`src/exi_params.svh`:
```
// Register offsets, field positions and encodings of the external interrupt block.
`ifndef EXI_PARAMS_SVH
`define EXI_PARAMS_SVH
`define EXI_OFS_SENSE 8'h00
`define EXI_OFS_MASK 8'h04
`define EXI_OFS_FLAGS 8'h08
`define EXI_OFS_PCCTL 8'h0C
`define EXI_OFS_PCFLG 8'h10
`define EXI_OFS_PCM_LO 8'h14
`define EXI_OFS_PCM_MID 8'h18
`define EXI_OFS_PCM_HI 8'h1C
`define EXI_SNS_A_LSB 0
`define EXI_SNS_B_LSB 2
`define EXI_SNS_LOW 2'h0
`define EXI_SNS_ANY 2'h1
`define EXI_SNS_FALL 2'h2
`define EXI_SNS_RISE 2'h3
`define EXI_MID_MASK 8'h7F
`define EXI_GRP_LO_LSB 0
`define EXI_GRP_MID_LSB 8
`define EXI_GRP_HI_LSB 16
`define EXI_REQ_A 0
`define EXI_REQ_B 1
`define EXI_REQ_PC 2
`define EXI_RESET_VAL '0
`endif

```
`src/exi_pkg.sv`:
```
// Types shared by the external interrupt block.
`default_nettype none
package exi_pkg;
   typedef struct packed {
      logic psel;
      logic penable;
      logic pwrite;
      logic [7:0] paddr;
      logic [31:0] pwdata;
   } exi_apb_req_t;
   typedef struct packed {
      logic pready;
      logic pslverr;
      logic [31:0] prdata;
   } exi_apb_rsp_t;
   typedef struct packed {
      logic [3:0] sense;
      logic [1:0] mask;
      logic [1:0] flags;
      logic [2:0] pcie;
      logic [2:0] pcflg;
      logic [7:0] pcm_lo;
      logic [7:0] pcm_mid;
      logic [7:0] pcm_hi;
      logic [1:0] lvl;
      logic [1:0] pin_cur;
      logic [1:0] pin_prev;
      logic pin_ok;
      logic [23:0] pc_cur;
      logic [23:0] pc_prev;
      logic pc_ok;
      exi_apb_rsp_t rsp;
      logic [4:0] req;
   } exi_state_t;
endpackage
`default_nettype wire

```
`src/exi_top.sv`:
```
// External pin interrupt logic: two sense-controlled pins and 24 pin-change inputs.
//
// Behaviour
// RL1 - Requests come from pin levels whatever the pin direction, so software can trigger.
// RL2 - Group hi covers inputs 23..16, mid 14..8, lo 7..0.
// RL3 - Each group has a per-pin mask gating its toggles; lo and hi have 8 bits, mid 7 (bit 7 reads zero).
// RL4 - Pin-change detection does not depend on the I/O clock running.
// RL5 - Pin edges on the sense pins are seen only while the I/O clock runs.
// RL6 - Low level on the sense pins is seen without the I/O clock.
// RL7 - Level mode keeps requesting for as long as the pin is low.
// RL8 - For level wake-up the source holds low past start-up, else no request.
// RL9 - Pin b sense at bits 3:2: low, any change, falling, rising.
// RL10 - Pin a sense at bits 1:0 with the same encoding.
// RL11 - Pins are sampled before edge detection; pulses over one clock are caught.
// RL12 - In level mode the source holds low until the current instruction ends.
// RL13 - Mask bit 1 enables pin b only with global enable; own vector.
// RL14 - Mask bit 0 enables pin a only with global enable; own vector.
// RL15 - Sense register bits 7..4 read zero.
// RL16 - Mask register bits 7..2 read zero.
// RL17 - Pin flags set on trigger, clear on vector or write-one, zero in level mode.
// RL18 - Group enables at bits 2..0 with global gate; group flags clear like pin flags.
// RL19 - Edges compare the current pin sample with the previous I/O-clock sample.
`timescale 1ns/10ps
`default_nettype none
`include "exi_params.svh"

module exi_top (
   // Clock, reset and enables.
   input wire logic sys_clk_i,
   input wire logic rst_n_i,
   input wire logic clk_en_i,
   input wire logic io_clk_run_i,
   // Register bus.
   input wire exi_pkg::exi_apb_req_t apb_i,
   output exi_pkg::exi_apb_rsp_t apb_o,
   // Pins.
   input wire logic ext_irq_pin_a_i,
   input wire logic ext_irq_pin_b_i,
   input wire logic [23:0] pin_change_inputs_i,
   // Core side.
   input wire logic global_irq_en_i,
   input wire logic [4:0] vec_ack_i,
   output logic [4:0] irq_req_o
);

   exi_pkg::exi_state_t s_r;
   exi_pkg::exi_state_t s_nxt;
   logic access;
   logic wr_now;
   logic [1:0] pin_hit;
   logic [23:0] pc_tog;
   logic [2:0] pc_hit;
   logic [1:0] flg_clr;
   logic [2:0] pcf_clr;
   logic [31:0] rd_mux;
   logic rd_bad;

   function automatic logic fire(input logic [1:0] sns, input logic cur, input logic prv);
      logic f;
      f = 1'b0;
      case (sns)
         `EXI_SNS_ANY: f = cur ^ prv;
         `EXI_SNS_FALL: f = prv & ~cur;
         `EXI_SNS_RISE: f = cur & ~prv;
         default: f = 1'b0;
      endcase
      return f;
   endfunction

   ////////////////////////////////////////////////////////////////////////////
   // Event detection.

   // Level mode yields no edge hit, so the flag never sets there.
   assign pin_hit[0] = io_clk_run_i & s_r.pin_ok
      & fire(s_r.sense[`EXI_SNS_A_LSB +: 2], s_r.pin_cur[0], s_r.pin_prev[0]); // RL10 RL11 RL19
   assign pin_hit[1] = io_clk_run_i & s_r.pin_ok
      & fire(s_r.sense[`EXI_SNS_B_LSB +: 2], s_r.pin_cur[1], s_r.pin_prev[1]); // RL9 RL11 RL19

   assign pc_tog = s_r.pc_ok ? (s_r.pc_cur ^ s_r.pc_prev) : 24'h000000; // RL4
   assign pc_hit[0] = |(pc_tog[`EXI_GRP_LO_LSB +: 8] & s_r.pcm_lo); // RL2 RL3
   assign pc_hit[1] = |(pc_tog[`EXI_GRP_MID_LSB +: 8] & s_r.pcm_mid & `EXI_MID_MASK); // RL2 RL3
   assign pc_hit[2] = |(pc_tog[`EXI_GRP_HI_LSB +: 8] & s_r.pcm_hi); // RL2 RL3

   ////////////////////////////////////////////////////////////////////////////
   // Bus decode.

   assign access = apb_i.psel & apb_i.penable;
   assign wr_now = access & s_r.rsp.pready & apb_i.pwrite;

   assign flg_clr = vec_ack_i[`EXI_REQ_B:`EXI_REQ_A]
      | ((wr_now && apb_i.paddr == `EXI_OFS_FLAGS) ? apb_i.pwdata[1:0] : 2'h0);
   assign pcf_clr = vec_ack_i[`EXI_REQ_PC +: 3]
      | ((wr_now && apb_i.paddr == `EXI_OFS_PCFLG) ? apb_i.pwdata[2:0] : 3'h0);

   always_comb begin
      rd_mux = 32'h00000000;
      rd_bad = 1'b0;
      case (apb_i.paddr)
         `EXI_OFS_SENSE: rd_mux = {28'h0000000, s_r.sense}; // RL15
         `EXI_OFS_MASK: rd_mux = {30'h00000000, s_r.mask}; // RL16
         `EXI_OFS_FLAGS: rd_mux = {30'h00000000, s_r.flags};
         `EXI_OFS_PCCTL: rd_mux = {29'h00000000, s_r.pcie};
         `EXI_OFS_PCFLG: rd_mux = {29'h00000000, s_r.pcflg};
         `EXI_OFS_PCM_LO: rd_mux = {24'h000000, s_r.pcm_lo};
         `EXI_OFS_PCM_MID: rd_mux = {24'h000000, s_r.pcm_mid};
         `EXI_OFS_PCM_HI: rd_mux = {24'h000000, s_r.pcm_hi};
         default: rd_bad = 1'b1;
      endcase
   end

   ////////////////////////////////////////////////////////////////////////////
   // Next state.

   always_comb begin
      s_nxt = s_r;
      if (clk_en_i) begin
         // Pin levels are taken as seen on the pad, output or not.
         s_nxt.lvl = {ext_irq_pin_b_i, ext_irq_pin_a_i}; // RL1 RL6
         s_nxt.pc_cur = pin_change_inputs_i; // RL1 RL4
         // The first sample after reset fills both history stages, so no edge is seen against zeros.
         s_nxt.pc_prev = s_r.pc_ok ? s_r.pc_cur : pin_change_inputs_i;
         s_nxt.pc_ok = 1'b1;
         if (io_clk_run_i) begin
            s_nxt.pin_cur = {ext_irq_pin_b_i, ext_irq_pin_a_i}; // RL5 RL11
            s_nxt.pin_prev = s_r.pin_ok ? s_r.pin_cur : {ext_irq_pin_b_i, ext_irq_pin_a_i}; // RL19
            s_nxt.pin_ok = 1'b1;
         end

         // A set in the same cycle as its clear wins.
         s_nxt.flags = (s_r.flags & ~flg_clr) | pin_hit; // RL17
         s_nxt.pcflg = (s_r.pcflg & ~pcf_clr) | pc_hit; // RL18

         if (access && !s_r.rsp.pready) begin
            s_nxt.rsp.pready = 1'b1;
            s_nxt.rsp.pslverr = rd_bad;
            s_nxt.rsp.prdata = apb_i.pwrite ? 32'h00000000 : rd_mux;
         end else begin
            s_nxt.rsp.pready = 1'b0;
            s_nxt.rsp.pslverr = 1'b0;
         end

         if (wr_now) begin
            unique case (apb_i.paddr)
               `EXI_OFS_SENSE: s_nxt.sense = apb_i.pwdata[3:0]; // RL9 RL10
               `EXI_OFS_MASK: s_nxt.mask = apb_i.pwdata[1:0]; // RL13 RL14
               `EXI_OFS_PCCTL: s_nxt.pcie = apb_i.pwdata[2:0]; // RL18
               `EXI_OFS_PCM_LO: s_nxt.pcm_lo = apb_i.pwdata[7:0]; // RL3
               `EXI_OFS_PCM_MID: s_nxt.pcm_mid = apb_i.pwdata[7:0] & `EXI_MID_MASK; // RL3
               `EXI_OFS_PCM_HI: s_nxt.pcm_hi = apb_i.pwdata[7:0]; // RL3
               default: s_nxt.sense = s_r.sense;
            endcase
         end

         // Flags of a pin in level mode are held cleared.
         if (s_nxt.sense[`EXI_SNS_A_LSB +: 2] == `EXI_SNS_LOW) begin
            s_nxt.flags[0] = 1'b0; // RL17
         end
         if (s_nxt.sense[`EXI_SNS_B_LSB +: 2] == `EXI_SNS_LOW) begin
            s_nxt.flags[1] = 1'b0; // RL17
         end

         // Level requests follow the registered pin level (lvl) every clock-enabled cycle, edge ones the flag.
         s_nxt.req[`EXI_REQ_A] = global_irq_en_i & s_r.mask[0]
            & ((s_r.sense[`EXI_SNS_A_LSB +: 2] == `EXI_SNS_LOW) ? ~s_r.lvl[0]
               : s_r.flags[0]); // RL7 RL14
         s_nxt.req[`EXI_REQ_B] = global_irq_en_i & s_r.mask[1]
            & ((s_r.sense[`EXI_SNS_B_LSB +: 2] == `EXI_SNS_LOW) ? ~s_r.lvl[1]
               : s_r.flags[1]); // RL7 RL13
         s_nxt.req[`EXI_REQ_PC +: 3] = {3{global_irq_en_i}} & s_r.pcie & s_r.pcflg; // RL18
      end
   end

   always_ff @(posedge sys_clk_i) begin
      if (!rst_n_i) begin
         s_r <= `EXI_RESET_VAL;
      end else begin
         s_r <= s_nxt;
      end
   end

   assign apb_o = s_r.rsp;
   assign irq_req_o = s_r.req;
endmodule
`default_nettype wire

```
`config.mk`:
```
export PLATFORM = sky130hd
export DESIGN_NAME = exi_top
export DESIGN_NICKNAME = d
export VERILOG_FILES = /design/src/exi_pkg.sv /design/src/exi_top.sv
export VERILOG_INCLUDE_DIRS = /design/src
export SDC_FILE = /design/constraint.sdc
export NUM_CORES = 1
export LEC_CHECK = 0
export BUFFER_PORTS_ARGS = -buffer_cell sky130_fd_sc_hd__clkbuf_2
export CAP_MARGIN = 30
export CORE_ASPECT_RATIO = 2
export CORE_UTILIZATION = 30
export DETAILED_ROUTE_END_ITERATION = 8
export PLACE_DENSITY_LB_ADDON = 0.3
export SLEW_MARGIN = 20
export SYNTH_ARGS = -nofsm -noshare
export SYNTH_HDL_FRONTEND = slang
export SYNTH_SLANG_ARGS = --single-unit
```
`constraint.sdc`:
```
create_clock -name sys_clk_i -period 3.45 [get_ports sys_clk_i]
set_input_delay 0.69 -clock sys_clk_i [delete_from_list [all_inputs] [get_ports sys_clk_i]]
set_output_delay 0.69 -clock sys_clk_i [all_outputs]
set_load 0.05 [all_outputs]
```
# Word-level counts from Yosys, hierarchy flattened
# Index checks and enable logic that the tools add are counted.
dict set report op_classes {
  n_bitwise 36
  eq_ne 15
  shifts 0
  muxes 19
  reduce_logical 20
  n_addsub 0
  magnitude_cmp 0
  div_mod_pow 0
  multipliers 0
}
# operator count
set ops {}
lappend ops {{one-hot mux 8 bit (8 select lines)} 1}
lappend ops {{2-to-1 mux 24 bit} 2}
lappend ops {{== test 8 x 5 -> 1 bit, second input constant} 4}
lappend ops {{2-to-1 mux 32 bit} 1}
lappend ops {{OR reduction 8 bit} 3}
lappend ops {{bitwise XOR 24 bit} 1}
lappend ops {{bitwise AND 8 bit} 2}
lappend ops {{== test 8 x 4 -> 1 bit, second input constant} 2}
lappend ops {{AND reduction 3 bit} 5}
lappend ops {{bitwise AND 1 bit} 14}
lappend ops {{2-to-1 mux 6 bit} 2}
lappend ops {{bitwise AND 3 bit} 3}
lappend ops {{== test 2 bit, second input constant} 4}
lappend ops {{== test 8 x 3 -> 1 bit, second input constant} 1}
lappend ops {{zero test 2 bit} 4}
lappend ops {{zero test 8 bit} 1}
lappend ops {{2-to-1 mux 2 bit} 4}
lappend ops {{bitwise AND 7 bit} 1}
lappend ops {{OR reduction 7 bit} 1}
lappend ops {{NOT 1 bit} 6}
lappend ops {{bitwise OR 3 bit} 2}
lappend ops {{one-hot mux 1 bit (3 select lines)} 2}
lappend ops {{2-to-1 mux 1 bit} 5}
lappend ops {{== test 2 x 1 -> 1 bit, second input constant} 2}
lappend ops {{11 further kinds} 17}
dict set report totals {
  elab_cells 109
  input_bits 79
  ff_bits 132
  ram_bits 0
  latchBits 0
  n_memories 0
  out_inout_bits 39
  rom_bits 0
}

# Depth between registers and ports, before layout
# Gate-level depths: netlist of the first run.
dict set report logic_depth {
  depth_word 10
  depth_mapped 6
  mapped_depth_nobuf 6
}

# Worst setup path after synthesis of the first run
# No wires, ideal clock.
dict set report synth_timing {
  path_kind {input -> register}
  start {in apb_i[36] (netlist bit)}
  end {reg s_r[129] (netlist bit)}
  t_required_ps 3322
  arrival_ps 2068
  n_path_buf 1
  setup_time_ps 128
  stages 5
  setup_slack_ps 1255
  cell_sequence {or4_4 -> or4_1 -> buf_2 -> mux2i_1 -> nor2_1}
}
dict set report synth_between {
  elab_chain_len 4
}
# item line
set synth_rtl {}
lappend synth_rtl {{start, declared} exi_top.sv:34} ;# input wire exi_pkg::exi_apb_req_t apb_i,
lappend synth_rtl {{zero test 8 bit} exi_top.sv:143} ;# unique case (apb_i.paddr)
lappend synth_rtl {{2-to-1 mux 4 bit} exi_top.sv:143}
lappend synth_rtl {{2-to-1 mux 6 bit} exi_top.sv:142} ;# if (wr_now) begin
lappend synth_rtl {{2-to-1 mux 6 bit} exi_top.sv:116} ;# if (clk_en_i) begin
lappend synth_rtl {{end signal, assigned} exi_top.sv:175} ;# s_r <= `EXI_RESET_VAL;
lappend synth_rtl {{end signal, assigned} exi_top.sv:177} ;# s_r <= s_nxt;
lappend synth_rtl {{end, declared} exi_top.sv:46} ;# exi_pkg::exi_state_t s_r;
# Every way passes these cells. The select of a mux whose other input is x is not followed.
# A chain may end at the register's enable or synchronous reset.

# Final worst setup path of the first run
dict set report layout_timing {
  start {in clk_en_i}
  end {reg s_r, in the netlist apb_o[3]}
}
dict set report layout_between {
  elab_chain_len 1
}
# item line
set layout_rtl {}
lappend layout_rtl {{start, declared} exi_top.sv:31} ;# input wire logic clk_en_i,
lappend layout_rtl {{AND reduction 2 bit (no source line)} n/a}
# Every way passes these cells.

==> results of run 1 <==
## power by group
group | switching (mW) | internal, mW
combinational | 0.209 | 0.105
sequential | 0.0337 | 1.27
clock | 0.458 | 0.506
total | 0.701 | 1.88
## layer usage
metal  vias to the layer above  global-route usage  wire, microns
met4                         0              0.0964            626
met5                         -                   0              0
met1                      2015               0.161           5080
li1                       2043                   -              -
met2                       145               0.285           7270
met3                        30              0.0260            632
## through the flow
stage	utilization	setup WS, ns	total power, mW	area (sq um)	instances
floorplan	-	1.25	1.57	5380	598
global placement	0.325	0.705	1.64	5610	809
detailed placement	0.325	0.664	1.64	5610	809
CTS	0.341	1.03	2.61	5880	824
global route	0.341	0.822	2.69	5880	824
finish	0.341	1.04	2.58	5880	824
## registers in the layout, indices dropped and copies added (netlist names)
name and count:
s_r 91, apb_o 10, irq_req_o 5
## layout make-up
class                   count  area share
flip-flops and latches    106       0.361
clock inverters             4     0.00489
well taps                 210      0.0447
repair buffers             75      0.0672
inverters                   9     0.00574
multi-input cells         409       0.476
clock buffers              11      0.0413
## worst max-delay path by stage
stage / cells after the start / slack (ns) / to
6_report: 5 / 1.04 / apb_o[3]
5_1_grt: 5 / 0.82 / apb_o[3]
4_1_cts: 5 / 1.03 / apb_o[3]
3_5_place_dp: 5 / 0.66 / apb_o[3]
3_3_place_gp: 5 / 0.70 / apb_o[3]
2_1_floorplan: 5 / 1.25 / s_r[129]
## cell families after synthesis
kind of cell	share of synthesized area
other	0.000708
XOR/XNOR	0.0380
AO/OA/AOI/OAI	0.111
adder cells (fa/ha/maj)	0.00945
AND/OR/NAND/NOR	0.166
multiplexers	0.187
buffers and inverters	0.0872
flip-flops	0.401
## worst max-delay path, delay by kind of cell
kind / cells / cell delay (ns)
buffers and inverters: 1 / 0.33
AO/OA/AOI/OAI: 2 / 0.40
AND/OR/NAND/NOR: 2 / 1.24
## placed cells by master (no fill, tap or decap), types with 3 or more instances in the layout
cell type,Yosys,routed
dfxtp_1,106,106
clkbuf_2,0,67
xor2_1,23,23
nand2b_1,5,5
a32o_1,3,3
nand3_1,14,14
nand2_1,38,38
a21oi_1,16,16
mux4_2,4,4
inv_1,7,6
nor2_1,83,83
mux2i_1,89,89
a211oi_1,26,26
conb_1,1,24
o2bb2ai_1,3,3
o21ai_0,10,10
clkbuf_16,0,9
ha_1,4,4
nor4_1,5,5
a32oi_1,4,4
buf_4,39,8
nand4_1,7,7
a22oi_1,10,10
o22ai_1,3,3
nor3b_1,3,3
==> flow_summary.yaml, run 1 <==
critical_path:
  r2r_end: "apb_o[3]"
  end_kind: "flop"
  slowest_delay_ns: 0.81
  reg2reg_from: "apb_o[33]"
  critPathMaxFanout: 31
  path_class: "primary input to flop"
  reg2regPathDepth: 4
  worstPathRequired_ns: 3.73
  crit_start: "clk_en_i"
  rrSetupSlack_ns: 1.39
  cpMaxStageDelayCell: "nor4_1"
  worstPathArrival_ns: 2.69
  crit_chain: "buf_4 > nand4b_1 > nor4_1 > o21ai_0 > a21oi_1"
  setup.worst_path.start_class: "primary input"
finish:
  multi_input_area_sq_mm: 0.00280
  seq_area_sq_mm: 0.00212
  syn2layout_area_growth_pct: 11.1
  fill_cells: 1822
  fin_nets: 693
  drive_above_1_share: 0.174
  antenna_cells: 0
grt:
  grt_overflow: 0
  grt_max_degree: 58
  grt_pass1_vias: 4122
  grt_pass1_wl_microns: 21400
  antenna_found_initial: 0
  grtUsageTotal: 0.157
sta:
  max_freq_mhz: 416
  drv_slew: 0
  slew_headroom: 0.401
  fin_crit_sh: 0.698
  report.final.hold_viol_count: 0
  clock_skew_ns: 0.00772
  rsz0062_at_grt: "false"
  fin_tns_setup_ns: 0
  setup_violations: 0
  finalCriticalPeriod_ns: 2.41
  worst_slew_pin_slew_ns: 0.891
  fin_hold_ws_ns: 0.452
yosys:
  synth.most_common_cell: "dfxtp_1"
  synth_cell_types: 53
  synth_top_cells_by_area: "dfxtp_1 40%, mux2i_1 17%, nor2_1 5.9%"
  synth_area_leader_cell: "dfxtp_1"
  syn_area_per_cell_sq_um: 9.21
  synth_top_area_share: 0.401
  yosys_register_bits: 106
  netlist_area_sq_mm: 0.00530
  ys_seq_area_frac: 0.401
  synth_common_cells: "106 x dfxtp_1, 89 x mux2i_1, 83 x nor2_1"
  ys.flop_type: "dfxtp_1"
  synth-edff-count: 0
  ys_warn_count: 0
  syn_inst: 575
  async_flop_share: 0
clocking:
  clk_path_buf_depth: 2
  worstSkewPairLatency_ns: 0.35
  cts_inserted_buffers: 9
  h-tree-depth: 3
  cts_hold_buf: 0
  cts_tree: "yes"
  cts_setup_buffers: 0
  cts_sinks: 106
  cts.clk_slew.worst_paths_ns: 0.07
  cts-resized-gates: 0
  cts-root-buf: "clkbuf_16"
job:
  drv_cap: 0
min_path:
  min_from: "apb_o[3]"
  min_path_type: "flop to flop"
  hold_end: "apb_o[3]"
  hold_depth: 2
outcome:
  status: "complete, no violations"
floorplan:
  core_sq_mm: 0.0173
  fp.dieH_microns: 190
  die_area_sq_mm: 0.0182
  rows: 68
  chipWidth_microns: 95.9
  io_pins: 118
  start_util: 0.307
detailed_routing:
  drt-total-wl_microns: 13600
  route.detailed.drc: 0
  via_per_inst: 5.14
  num_vias: 4233
  drt_iter0_drc: 235
  wl_per_cell_microns: 16.5
  ant_nets: 0
  drt_pass1_iterations: 4
placement:
  hpwl_microns: 10400
  io_buffer_count: 68
  place_congestion: 0.837
pwr:
  p_leak_nw: 2.53
  vdd_ir_drop_max_mv: 0.195
  p_per_area_mw_per_mm2: 438
No activity file was read; power rests on OpenSTA's default activity.
==> run 2, diff against run 1 <==
- clock period: 3.45 -> 2.3 ns (I/O delays scaled with it)
==> flow_summary.yaml, run 2 (synthesis results as in run 1) <==
grt:
  grt_pass1_wl_microns: 22100
  grtUsageTotal: 0.161
  grt_pass1_vias: 4232
  grt_max_degree: 75
  antenna_found_initial: 0
  grt_overflow: 0
clocking:
  cts-resized-gates: 0
  h-tree-depth: 3
  cts-root-buf: "clkbuf_16"
  cts_setup_buffers: 0
  cts_hold_buf: 0
  clk_path_buf_depth: 2
  cts_sinks: 106
  cts_inserted_buffers: 9
  worstSkewPairLatency_ns: 0.35
  cts_tree: "yes"
  cts.clk_slew.worst_paths_ns: 0.07
finish:
  largest_register_ffs: 91
  final_cell_mix: "106 x dfxtp_1, 89 x mux2i_1, 83 x nor2_1"
  final_common_cell: "dfxtp_1"
  antenna_cells: 0
  syn2layout_area_growth_pct: 13.6
  largest_register: "s_r"
  fill_cells: 1776
  utilization: 0.348
  fin_nets: 709
  drive_above_1_share: 0.194
critical_path:
  critPathMaxFanout: 5
  path_class: "flop to flop"
  worstPathArrival_ns: 2.21
  worstPathRequired_ns: 2.54
  setup.worst_path.start_class: "flop"
  end_kind: "flop"
sta:
  fin_tns_setup_ns: 0
  setup_violations: 0
  fin_hold_ws_ns: 0.370
  max_freq_mhz: 509
  clock_skew_ns: 0.00624
  fin_crit_sh: 0.855
  timing.final.ws_setup_ns: 0.334
  finalCriticalPeriod_ns: 1.97
  rsz0062_at_grt: "false"
  drv_slew: 0
  report.final.hold_viol_count: 0
pwr:
  clockPowerShare: 0.375
  p_leak_nw: 2.62
  p_int_mw: 2.86
  sequentialPowerShare: 0.500
  pwr-share-comb: 0.125
  vdd_ir_drop_max_mv: 0.263
  switching_power_mw: 1.04
  p_per_area_mw_per_mm2: 647
  sw_frac_of_total: 0.266
detailed_routing:
  num_vias: 4214
  drt_iter0_drc: 137
  drt-total-wl_microns: 13800
  ant_nets: 0
  route.detailed.drc: 0
  via_per_inst: 5.02
  drt_pass1_iterations: 4
  wl_per_cell_microns: 16.5
floorplan:
  io_pins: 118
  fp.dieH_microns: 190
  start_util: 0.307
  rows: 68
  chipWidth_microns: 95.9
  die_area_sq_mm: 0.0182
  core_sq_mm: 0.0173
placement:
  post-place-ws_ns: 0.0199
  io_buffer_count: 68
  place_congestion: 0.875
  hpwl_microns: 10700
min_path:
  min_path_type: "primary input to flop"
job:
  drv_cap: 0
outcome:
  status: "complete, no violations"
==> run 2: area by class of cell <==
cell class / count / area, sq um / area share
timing repair buffer: 91 / 528 / 0.0878
inverter: 9 / 33.8 / 0.00561
sequential: 106 / 2120 / 0.353
clock buffer: 13 / 260 / 0.0433
clock inverter: 2 / 12.5 / 0.00208
tap: 210 / 263 / 0.0437
multi-input combinational: 409 / 2800 / 0.465
==> run 2: worst paths after layout <==
check                         start        to  slack [ns]  cells past startpoint
max                       apb_o[33]  s_r[125]        0.33                      6
min          pin_change_inputs_i[6]   s_r[70]        0.37                      3
max reg2reg               apb_o[33]  s_r[125]        0.33                      6
min reg2reg                apb_o[3]  apb_o[3]        0.45                      2
==> run 2: per-stage QoR <==
| stage | power [mW] | std cells | cell area [sq um] |
|---|---|---|---|
| global placement | 2.47 | 825 | 5740 |
| floorplan | 2.36 | 598 | 5380 |
| finish | 3.89 | 840 | 6020 |
| CTS | 3.94 | 840 | 6020 |
| global route | 4.05 | 840 | 6020 |
| detailed placement | 2.48 | 825 | 5740 |
==> run 2: metal layers <==
| layer | up-vias | global-route usage | share of wire |
|---|---|---|---|
| met5 | - | 0 | 0 |
| met4 | 0 | 0.0964 | 0.048 |
| met3 | 34 | 0.0236 | 0.038 |
| met2 | 126 | 0.299 | 0.54 |
| met1 | 1981 | 0.163 | 0.37 |
| li1 | 2073 | - | - |
==> run 2: power by group through the flow <==
stage | registers, mW | logic [mW] | clock network (mW)
3_3_place_gp | 1.99 | 0.482 | 0
6_report | 1.95 | 0.487 | 1.46
2_1_floorplan | 1.98 | 0.381 | 0
4_1_cts | 1.95 | 0.493 | 1.50
3_5_place_dp | 1.99 | 0.492 | 0
5_1_grt | 1.96 | 0.538 | 1.55
==> run 2: critical path, stage by stage (launching register included) <==
cell and delay [ns]:
dfxtp_1 0.39, or4bb_1 0.46, buf_4 0.18, nor4_1 0.35, buf_4 0.18, o22ai_1 0.06, a32o_1 0.26
==> run 3, diff against run 2 <==
- CORE_ASPECT_RATIO: 2 -> 0.9
==> flow_summary.yaml, run 3 (synthesis results as in run 1) <==
grt:
  grtUsageTotal: 0.154
  grt_pass1_vias: 4001
  antenna_found_initial: 0
  grt_overflow: 0
  grt_max_degree: 60
  grt_pass1_wl_microns: 21200
floorplan:
  start_util: 0.310
  die_area_sq_mm: 0.0182
  chipWidth_microns: 142
  io_pins: 118
  rows: 45
  fp.dieH_microns: 128
  core_sq_mm: 0.0171
sta:
  report.final.hold_viol_count: 0
  worst_slew_pin_slew_ns: 0.534
  fin_crit_sh: 0.829
  slew_headroom: 0.644
  fin_tns_setup_ns: 0
  drv_slew: 0
  clock_skew_ns: 0.00551
  setup_violations: 0
  max_freq_mhz: 525
  rsz0062_at_grt: "false"
  finalCriticalPeriod_ns: 1.91
critical_path:
  worstPathRequired_ns: 2.52
  critPathMaxFanout: 5
  r2r_end: "s_r[132]"
  reg2reg_from: "apb_o[33]"
  crit_chain: "or4bb_1 > or4_1 > mux2i_1 > nor2_1"
  critPathBufInv: 0
  cpMaxStageDelayCell: "or4_1"
  path_class: "flop to flop"
  rrSetupSlack_ns: 0.39
  slowest_delay_ns: 0.65
  end_kind: "flop"
  setup.worst_path.start_class: "flop"
  worstPathArrival_ns: 2.13
  crit_family: "simple AND/OR/NAND/NOR gates"
  reg2regPathDepth: 4
pwr:
  sw_frac_of_total: 0.268
  switching_power_mw: 1.04
  p_int_mw: 2.86
  finalPower_mw: 3.90
  vdd_ir_drop_max_mv: 0.321
  p_leak_nw: 2.59
  clockPowerShare: 0.376
  p_per_area_mw_per_mm2: 650
  sequentialPowerShare: 0.499
  pwr-share-comb: 0.124
finish:
  syn2layout_area_growth_pct: 13.4
  drive_above_1_share: 0.188
  fin_nets: 702
  largest_register_ffs: 91
  fill_cells: 1752
  final_cell_mix: "106 x dfxtp_1, 89 x mux2i_1, 83 x nor2_1"
  antenna_cells: 0
  largest_register: "s_r"
  final_common_cell: "dfxtp_1"
outcome:
  status: "complete, no violations"
detailed_routing:
  drt-total-wl_microns: 13200
  num_vias: 4142
  wl_per_cell_microns: 15.4
  drt_iter0_drc: 256
  drt_pass1_iterations: 4
  ant_nets: 0
  via_per_inst: 4.82
  route.detailed.drc: 0
clocking:
  cts.clk_slew.worst_paths_ns: 0.07
  cts_inserted_buffers: 9
  clk_path_buf_depth: 2
  cts_setup_buffers: 0
  h-tree-depth: 3
  cts_tree: "yes"
  cts-root-buf: "clkbuf_16"
  cts-resized-gates: 0
  cts_hold_buf: 0
  worstSkewPairLatency_ns: 0.35
  cts_sinks: 106
placement:
  place_congestion: 0.833
  io_buffer_count: 68
  hpwl_microns: 9920
min_path:
  min_path_type: "primary input to flop"
  hold_end: "s_r[86]"
  min_from: "pin_change_inputs_i[22]"
  hold_depth: 3
job:
  drv_cap: 0
==> run 3: layout make-up <==
| class | instances | area, sq um | area share |
|---|---|---|---|
| Clock inverter | 4 | 26.3 | 0.00438 |
| Clock buffer | 12 | 256 | 0.0427 |
| Timing Repair Buffer | 84 | 475 | 0.0792 |
| Tap cell | 235 | 294 | 0.0490 |
| Multi-Input combinational cell | 409 | 2800 | 0.466 |
| Sequential cell | 106 | 2120 | 0.353 |
| Inverter | 9 | 33.8 | 0.00563 |
==> run 3: worst max path at each step <==
stage                          from       end  cells past startpoint
after floorplan           apb_i[36]  s_r[129]                      5
after global placement    apb_i[33]  s_r[132]                      5
after detailed placement  apb_i[33]  s_r[130]                      5
after CTS                 apb_o[33]  s_r[130]                      4
after global routing      apb_o[33]  s_r[130]                      4
final                     apb_o[33]  s_r[132]                      4
==> run 3: stage by stage <==
stage | util | hold slack [ns] | cells | setup slack, ns | cell area (sq um)
finish | 0.352 | 0.362 | 859 | 0.394 | 6010
global route | 0.352 | 0.374 | 859 | 0.272 | 6010
CTS | 0.352 | 0.352 | 859 | 0.390 | 6010
detailed placement | 0.335 | 0.451 | 843 | 0.101 | 5720
global placement | 0.335 | 0.444 | 843 | 0.0817 | 5720
floorplan | - | 0.432 | 598 | 0.335 | 5380
==> run 3: routing by layer <==
| layer | wire, microns | track usage | vias up |
|---|---|---|---|
| li1 | - | - | 2067 |
| met1 | 6130 | 0.201 | 1971 |
| met2 | 6130 | 0.248 | 93 |
| met3 | 824 | 0.0448 | 11 |
| met4 | 162 | 0.0405 | 0 |
| met5 | 0 | 0 | - |
==> run 3: worst register-to-register path: stages (launching register included) <==
cell and delay [ns]:
dfxtp_1 0.38, or4bb_1 0.49, or4_1 0.65, mux2i_1 0.20, nor2_1 0.05
==> run 3: power groups by stage <==
stage | clock network [mW] | logic [mW] | registers, mW
global route | 1.61 | 0.532 | 1.96
global placement | 0 | 0.476 | 1.99
CTS | 1.52 | 0.490 | 1.95
detailed placement | 0 | 0.489 | 1.99
finish | 1.47 | 0.485 | 1.95
floorplan | 0 | 0.381 | 1.98
